## src/common/flash_psp_pkg.sv

```systemverilog
package flash_psp_pkg;
  localparam logic [11:0] PAGE_SELECT_ADDR   = 12'hFF9;
  localparam logic [11:0] FLASH_CONTROL_ADDR = 12'hFF8;
  localparam logic [7:0]  PROTECT_UNLOCK     = 8'h5E;
  localparam logic [7:0]  PAGE_SELECT_RESET  = 8'h00;
  localparam logic [7:0]  PROTECT_RESET      = 8'h00;
  localparam int          WINDOW_BIT         = 7;
  localparam int          PAGE_MSB           = 6;
  localparam int          PAGE_ADDR_LSB      = 9;
  localparam int          PAGE_BYTES         = 512;
  localparam int          BIG_FLASH_BYTES    = 8192;
  localparam int          SMALL_FLASH_BYTES  = 4096;
  localparam int          SECTOR_COUNT       = 8;
  localparam logic [15:0] INFO_BASE          = 16'hFE00;
  localparam logic [7:0]  ERASED_BYTE        = 8'hFF;
  localparam logic [7:0]  PROGRAMMED_BYTE    = 8'h00;
  typedef enum logic [1:0] {OP_NONE, OP_PROGRAM, OP_ERASE} flash_op_t;

  // Sector index of a page number; big variant has two pages per sector
  function automatic logic [2:0] sector_of(input logic [6:0] page, input logic big);
    sector_of = big ? page[3:1] : page[2:0];
  endfunction
endpackage

```

## src/flash_page_sector_protect.sv

```systemverilog
`timescale 1ns/1ps
module flash_page_sector_protect
  import flash_psp_pkg::*;
#(
  parameter logic BIG_VARIANT = 1'b1
)(
  // Clock and reset
  input  wire logic              ref_clk,
  input  wire logic              srst,
  // Register file access
  input  wire logic [11:0]       reg_addr,
  input  wire logic              reg_wr,
  input  wire logic              reg_rd,
  input  wire logic [7:0]        reg_wdata,
  output logic      [7:0]        reg_rdata,
  output logic                   reg_hit,
  // Flash operation request from the controller
  input  wire logic              op_req,
  input  wire flash_psp_pkg::flash_op_t op_kind,
  input  wire logic [8:0]        op_offset,
  input  wire logic [7:0]        op_data,
  input  wire logic              op_from_debugger,
  // Flash array side
  output logic                   arr_wr,
  output logic [15:0]            arr_addr,
  output logic [7:0]             arr_wdata,
  output logic                   arr_erase,
  output logic [6:0]             arr_erase_page,
  output logic                   arr_info_sel,
  output logic                   op_done,
  output logic                   op_abort,
  // State
  output logic [6:0]             page_number,
  output logic                   info_area_window_on,
  output logic [7:0]             sector_protect_bits
);
  import flash_psp_pkg::*;

  logic [7:0] flash_page_select;
  logic [7:0] flash_sector_protect;
  logic       protect_unlocked;
  logic       blocked;
  logic       hit_shared;
  logic       hit_control;

  assign hit_shared  = (reg_addr == PAGE_SELECT_ADDR);
  assign hit_control = (reg_addr == FLASH_CONTROL_ADDR);

  // Unlock follows the last control write; other values relock
  always_ff @(posedge ref_clk) begin
    if (srst) begin
      protect_unlocked <= 1'b0;
    end else if (reg_wr && hit_control) begin
      protect_unlocked <= (reg_wdata == PROTECT_UNLOCK);
    end
  end

  always_ff @(posedge ref_clk) begin
    if (srst) begin
      flash_page_select <= PAGE_SELECT_RESET;
    end else if (reg_wr && hit_shared && !protect_unlocked) begin
      flash_page_select <= reg_wdata;
    end
  end

  always_ff @(posedge ref_clk) begin
    if (srst) begin
      flash_sector_protect <= PROTECT_RESET;
    end else if (reg_wr && hit_shared && protect_unlocked) begin
      flash_sector_protect <= flash_sector_protect | reg_wdata;
    end
  end

  always_ff @(posedge ref_clk) begin
    if (srst) begin
      reg_rdata <= 8'h00;
    end else if (reg_rd && hit_shared) begin
      reg_rdata <= protect_unlocked ? flash_sector_protect : flash_page_select;
    end
  end

  // Control register itself lives elsewhere; only the shared address is claimed
  assign reg_hit = (reg_rd || reg_wr) && hit_shared;

  assign page_number         = flash_page_select[PAGE_MSB:0];
  assign info_area_window_on = flash_page_select[WINDOW_BIT];
  assign sector_protect_bits = flash_sector_protect;

  flash_sector_guard u_guard (
    .page        (flash_page_select[PAGE_MSB:0]),
    .info_sel    (flash_page_select[WINDOW_BIT]),
    .big_variant (BIG_VARIANT),
    .protect     (flash_sector_protect),
    .blocked     (blocked)
  );

  // Address formation for program; info window sits at FE00H
  logic [15:0] target_addr;
  always_comb begin
    if (flash_page_select[WINDOW_BIT]) begin
      target_addr = INFO_BASE | {7'h00, op_offset};
    end else begin
      target_addr = {flash_page_select[PAGE_MSB:0], op_offset};
    end
  end

  logic refuse;
  assign refuse = blocked && !op_from_debugger;

  always_ff @(posedge ref_clk) begin
    if (srst) begin
      arr_wr         <= 1'b0;
      arr_erase      <= 1'b0;
      arr_addr       <= 16'h0000;
      arr_wdata      <= ERASED_BYTE;
      arr_erase_page <= 7'h00;
      arr_info_sel   <= 1'b0;
      op_done        <= 1'b0;
      op_abort       <= 1'b0;
    end else begin
      arr_wr    <= 1'b0;
      arr_erase <= 1'b0;
      op_done   <= 1'b0;
      op_abort  <= 1'b0;
      if (op_req && op_kind != OP_NONE) begin
        if (refuse) begin
          op_abort <= 1'b1;
        end else begin
          op_done      <= 1'b1;
          arr_info_sel <= flash_page_select[WINDOW_BIT];
          if (op_kind == OP_PROGRAM) begin
            arr_wr    <= 1'b1;
            arr_addr  <= target_addr;
            arr_wdata <= op_data;
          end else begin
            arr_erase      <= 1'b1;
            arr_erase_page <= flash_page_select[PAGE_MSB:0];
          end
        end
      end
    end
  end
endmodule

```

## src/flash_sector_guard.sv

```systemverilog
`timescale 1ns/1ps
module flash_sector_guard
  import flash_psp_pkg::*;
(
  // Target
  input  wire logic [6:0] page,
  input  wire logic       info_sel,
  input  wire logic       big_variant,
  // Protection
  input  wire logic [7:0] protect,
  output logic            blocked
);
  logic out_of_range;
  always_comb begin
    // Pages beyond the array are refused as well
    out_of_range = big_variant ? (page > 7'd15) : (page > 7'd7);
    blocked = !info_sel && (out_of_range || protect[sector_of(page, big_variant)]);
  end
endmodule

```

## config.mk

```make
export PLATFORM = sky130hd
export DESIGN_NAME = flash_page_sector_protect
export DESIGN_NICKNAME = d
export VERILOG_FILES = /design/src/common/flash_psp_pkg.sv /design/src/flash_page_sector_protect.sv /design/src/flash_sector_guard.sv
export SDC_FILE = /design/constraint.sdc
export NUM_CORES = 1
export LEC_CHECK = 0
export BUFFER_PORTS_ARGS = -buffer_cell sky130_fd_sc_hd__clkbuf_2
export CORE_MARGIN = 1
export CORE_UTILIZATION = 50
export CTS_CLUSTER_DIAMETER = 120
export DETAILED_ROUTE_END_ITERATION = 8
export PLACE_DENSITY = 0.88
export SLEW_MARGIN = 20
export SYNTH_ARGS = -nofsm -noshare
export SYNTH_HDL_FRONTEND = slang
export SYNTH_SLANG_ARGS = --single-unit
```

## constraint.sdc

```tcl
create_clock -name ref_clk -period 5 [get_ports ref_clk]
set_input_delay 0.5 -clock ref_clk [delete_from_list [all_inputs] [get_ports ref_clk]]
set_output_delay 0.5 -clock ref_clk [all_outputs]
set_load 0.01 [all_outputs]
```

==> results of run 1 <==
==> placed cells by master (no fill, tap or decap) <==
cell,count
nand3_1,1
nand2b_1,35
mux2i_1,37
a21boi_2,1
a41oi_4,1
nor4_4,1
a21oi_4,1
mux2_2,1
nand2_1,1
clkbuf_8,11
nand3b_1,9
a31oi_1,8
nor3_1,3
nor4bb_1,1
o21ba_2,1
o21ai_0,10
a211oi_1,22
nand4bb_1,1
clkbuf_2,105
clkinv_2,1
nand4_1,3
nor4_1,4
and4_1,4
or2b_1,1
mux4_2,1
dfxtp_1,61
nor3b_1,1
a21oi_1,9
a21o_1,1
nor2_1,43
buf_4,1
bufinv_16,3
==> power by group through the flow <==
stage          Clock (uW)  Combinational (uW)  Sequential [uW]
2_1_floorplan           0                45.0              519
3_3_place_gp            0                85.4              514
3_5_place_dp            0                88.1              514
4_1_cts               543                88.6              503
5_1_grt               566                97.5              504
6_report              535                88.2              503
==> worst min path at each step <==
stage / from / to
6_report: op_offset[0] / arr_addr[0]$_SDFFE_PP0P_
3_5_place_dp: arr_erase_page[2]$_SDFFE_PP0P_ / arr_erase_page[2]$_SDFFE_PP0P_
2_1_floorplan: arr_addr[3]$_SDFFE_PP0P_ / arr_addr[3]$_SDFFE_PP0P_
4_1_cts: op_offset[0] / arr_addr[0]$_SDFFE_PP0P_
5_1_grt: op_offset[5] / arr_addr[5]$_SDFFE_PP0P_
3_3_place_gp: arr_addr[4]$_SDFFE_PP0P_ / arr_addr[4]$_SDFFE_PP0P_
==> layout make-up <==
cell class,count,share of cell area [%]
clock buffers,11,4.35
repair buffers,106,15.3
well taps,70,2.51
clock inverters,4,2.73
flip-flops and latches,61,35.1
multi-input cells,201,40.1
==> critical path: stages (launching register included) <==
cell and delay (ns):
dfxtp_1 0.52, mux2i_1 0.13, mux4_2 0.66, a21oi_4 0.64
mux2i_1 0.28
==> state kept, by name, indices dropped and copies added, names as in the netlist, 7 cells and up <==
| signal | count |
|---|---|
| arr_wdata | 8 |
| flash_page_select | 8 |
| sector_protect_bits | 8 |
| arr_addr | 16 |
| arr_erase_page | 7 |
| reg_rdata | 8 |
==> logic make-up after synthesis <==
| logic type | count (synthesis) | share of synthesized area (%) |
|---|---|---|
| compound gates | 54 | 14.0 |
| mux | 39 | 14.8 |
| buf+inv | 21 | 4.13 |
| simple gates | 108 | 22.3 |
| flops | 61 | 44.8 |
==> routing by layer <==
metal  track usage, %  wire length, microns  vias to the layer above
met5                0                     0                        -
met4             7.82                   108                        0
li1                 -                     -                     1208
met2             39.6                  3030                      109
met1             26.0                  2770                     1134
met3             8.99                   617                       10
==> metrics by stage <==
step	hold slack (ns)	cell area [sq um]	total power, uW	instances	util (%)
6_report	0.409	3480	1130	453	67.3
5_1_grt	0.405	3480	1170	453	67.3
4_1_cts	0.395	3480	1140	453	67.3
3_5_place_dp	0.471	3240	602	438	62.6
3_3_place_gp	0.460	3240	599	438	62.6
2_1_floorplan	0.496	2730	564	283	-
==> flow_summary.ini, run 1 <==
[yosys]
syn_inst = 283
synth.distinct_cells = 31
synth_edf_count = 0
yosysTopAreaCellShare_pct = 44.8
synth_area_sq_mm = 0.00273
ys_top_cells_by_area = dfxtp_1 (45%), mux2i_1 (14%), nand2b_1 (8.0%)
async_flop_share_pct = 0
synth_common_cells = dfxtp_1 (61), nor2_1 (43), mux2i_1 (37), nand2b_1 (35), a211oi_1 (22)
synth.most_common_cell = dfxtp_1
synth_flop_cell = dfxtp_1
yosys_warnings = 0
avgSynthCellArea_sq_um = 9.64
ys_ff_latch = 61
yosys.area.top_type = dfxtp_1
synth_nets = 328
seq_area_frac_synth_pct = 44.8

[global_route]
grt_max_degree = 86
grt.overflow.total = 0
antenna_found_initial = 0
track_usage_pct = 23.0
grt_pass1_vias = 2094
grt_pass1_wl_microns = 9650

[sta]
setup_tns_ns = 0
setup_viol = 0
report.final.slew_viol_count = 0
finalCritPeriodShare_pct = 46.5
max_slew_margin_pct = 27.7
rsz0062_at_grt = no
fmaxAchievable_ghz = 0.430
tightestPinTransition_ns = 1.08
final.min_clock_period_ns = 2.32
final_hold_viol_count = 0
finalWorstSetupSlack_ns = 2.68
skew_ns = 0.00803

[detailed_routing]
drcViolationCount = 0
wirelength_microns = 6530
drtIter0Drc = 168
vias_per_cell = 5.43
vias = 2461
dr.pass1.iters = 5
ant_nets = 0
wire_per_inst_microns = 14.4

[clock_network]
numCtsBuffers = 9
cts.sinks = 61
ctsHoldBuffers = 0
cts_resized = 0
cts_buffer_depth = 2
path_clk_slew_ns = 0.06
cts_setup_buffers = 0
htreeDepth = 3
cts_tree = built
cts_root_buf = clkbuf_8
insertion_delay_ns = 0.33

[floorplanning]
core_area_sq_mm = 0.00517
die_h_microns = 75.9
core.rowCount = 26
dieArea_sq_mm = 0.00576
start_util_pct = 52.8
io_pins = 106
fp.dieW_microns = 75.9

[power_and_ir_drop]
p_sw_uw = 233
p_int_uw = 894
p_leak_uw = 0.00150
ir_worst_vdd_mv = 0.203
p_clk_share_pct = 47.5
pwr-share-seq_pct = 44.7
combinationalPowerShare_pct = 7.8
power_density_mw_per_mm2 = 324
p_sw_share_pct = 20.7

[placed_design]
place_ws_ns = 2.71
dpl.hpwl_microns = 4650
place_congestion = 0.813
port_buffers = 105

[final_layout]
n_antenna_cell = 0
regArea_sq_mm = 0.00122
syn2layout_area_growth_pct = 27.6
num-nets-final = 424
multi_input_area_sq_mm = 0.00140
drive_gt1_share_pct = 33.4
fillers = 424

[worst_setup_path]
endpoint = arr_addr[4]$_SDFFE_PP0P_
cp-start-kind = flop
critPathKind = flop to flop
crit_fanout = 17
cp-end-kind = flop
r2r_end = arr_addr[4]$_SDFFE_PP0P_
ff2ff_path_depth = 4
cp-startpoint = flash_page_select[3]$_SDFFE_PP0P_
timing.rr.start = flash_page_select[3]$_SDFFE_PP0P_
r2r_slack_ns = 2.68
required_ns = 5.25
arrival_ns = 2.57

[worst_hold_path]
worstHoldPathCells = 3
hp-class = input port to flop

[job]
maxCapViolCount = 0

[run_status]
status = finished, final reports clean
Note: power is estimated with default switching activity, not from simulation.
==> run 2, diff against run 1 <==
- CORE_UTILIZATION: 50 -> 44
- PLACE_DENSITY: 0.88 -> 0.82
- clock period: 5 -> 1.9 ns (I/O delays scaled with it)
==> flow_summary.ini, run 2 (same netlist as run 1, synthesis figures left out) <==
[placed_design]
place_congestion = 0.887
dp.cells = 459
dpl.hpwl_microns = 5040
place_ws_ns = -0.0638
port_buffers = 105

[worst_setup_path]
cp-startpoint = sector_protect_bits[6]$_SDFFE_PP0P_
r2r_end = arr_erase_page[0]$_SDFFE_PP0P_
slowest_stage = mux4_2
r2r_slack_ns = 0.09
cpPeakStageDelay_ns = 0.59
cpMostUsedCell = mux2i_1
crit_fanout = 7
critPathKind = flop to flop
endpoint = arr_erase_page[0]$_SDFFE_PP0P_
cp_num_cells = 5
cp-end-kind = flop
worst-path-buf-inv = 1
crit_path_cell_trace = mux2i_1, mux4_2, a41oi_4, buf_12, mux2i_1
required_ns = 2.16
ff2ff_path_depth = 5
crit_family = multiplexers
arrival_ns = 2.07
cp-start-kind = flop
timing.rr.start = sector_protect_bits[6]$_SDFFE_PP0P_

[floorplanning]
fp.dieW_microns = 80.8
core.rowCount = 28
start_util_pct = 45.8
die_h_microns = 80.8
io_pins = 106
core_area_sq_mm = 0.00596
dieArea_sq_mm = 0.00652

[global_route]
grt.overflow.total = 0
track_usage_pct = 21.1
grt_max_degree = 28
grt_pass1_wl_microns = 10400
antenna_found_initial = 0
grt_pass1_vias = 2211

[power_and_ir_drop]
p_leak_uw = 0.00158
ir_worst_vdd_mv = 0.435
power_density_mw_per_mm2 = 750

[clock_network]
insertion_delay_ns = 0.33
cts_tree = built
htreeDepth = 3
numCtsBuffers = 9
cts_buffer_depth = 2
cts_root_buf = clkbuf_8
cts.sinks = 61
path_clk_slew_ns = 0.07

[final_layout]
syn2layout_area_growth_pct = 31.5
drive_gt1_share_pct = 36.4
regArea_sq_mm = 0.00122
final_util_pct = 60.3
multi_input_area_sq_mm = 0.00140
fillers = 538
layout_commonest_cell = clkbuf_2
largest_reg_flops = 16
layout_common_cells = clkbuf_2 (105), dfxtp_1 (60), nor2_1 (43), mux2i_1 (37), nand2b_1 (35)
num-nets-final = 441
n_antenna_cell = 0
stdcell_count = 476
largest-register = arr_addr

[sta]
final.min_clock_period_ns = 1.81
setup_tns_ns = 0
setup_viol = 0
finalCritPeriodShare_pct = 95.2
rsz0062_at_grt = no
max_slew_margin_pct = 62.0
skew_ns = 0.00889
fmaxAchievable_ghz = 0.553
report.final.slew_viol_count = 0
tightestPinTransition_ns = 0.565
final_hold_viol_count = 0
finalWorstSetupSlack_ns = 0.0920

[detailed_routing]
ant_nets = 0
wire_per_inst_microns = 14.0
dr.pass1.iters = 4
drtIter0Drc = 120
wirelength_microns = 6690
vias_per_cell = 5.31
drcViolationCount = 0
vias = 2529

[job]
maxCapViolCount = 0

[worst_hold_path]
hp-class = input port to flop

[run_status]
status = finished, final reports clean
[run 2: worst min path at each step]
stage	startpoint	to	slack, ns	cells after the start
floorplan	op_kind[0]	arr_wr$_SDFF_PP0_	0.33	2
global placement	op_offset[1]	arr_addr[1]$_SDFFE_PP0P_	0.43	3
detailed placement	op_offset[2]	arr_addr[2]$_SDFFE_PP0P_	0.44	3
CTS	op_offset[2]	arr_addr[2]$_SDFFE_PP0P_	0.07	3
global route	op_offset[3]	arr_addr[3]$_SDFFE_PP0P_	0.1	3
finish	op_offset[2]	arr_addr[2]$_SDFFE_PP0P_	0.08	3
[run 2: power by group]
part | leakage (uW) | internal, uW | switching [uW]
Sequential | 0.000495 | 1310 | 15.1
Clock | 0.000103 | 632 | 487
Combinational | 0.000981 | 123 | 125
Total | 0.00158 | 2060 | 627
[run 2: routing by layer]
layer  part of all wire, %  track usage [%]  vias up
met5                     0                0        -
met4                   2.0             10.9        0
met3                   8.4             4.49       15
met2                    47             35.0      140
met1                    43             25.6     1134
li1                      -                -     1240
[run 2: layout make-up]
type / count / share of cell area, %
repair buffers: 123 / 19.1
clock inverters: 5 / 1.39
clock buffers: 11 / 3.94
multi-input cells: 201 / 38.9
well taps: 75 / 2.62
flip-flops and latches: 61 / 34.1
[run 2: through the flow]
step,hold WS [ns],area (sq um),total power (uW)
after floorplan,0.330,2730,1480
after global placement,0.433,3380,1590
after detailed placement,0.438,3380,1590
after CTS,0.0749,3570,2700
after global routing,0.0955,3590,2790
final,0.0805,3590,2690
[run 2: worst register-to-register path: stages (launching register included)]
cell	delay, ns
dfxtp_1	0.43
mux2i_1	0.10
mux4_2	0.59
a41oi_4	0.28
buf_12	0.15
mux2i_1	0.18
[run 2: what timing repair did]
| action | CTS | global route |
|---|---|---|
| gates resized for setup | 0 | 1 |
| endpoints found under the setup margin | 7 | 31 |
| pin swaps | 1 | 1 |
| hold buffers | 0 | 0 |
| buffers inserted | 0 | 1 |
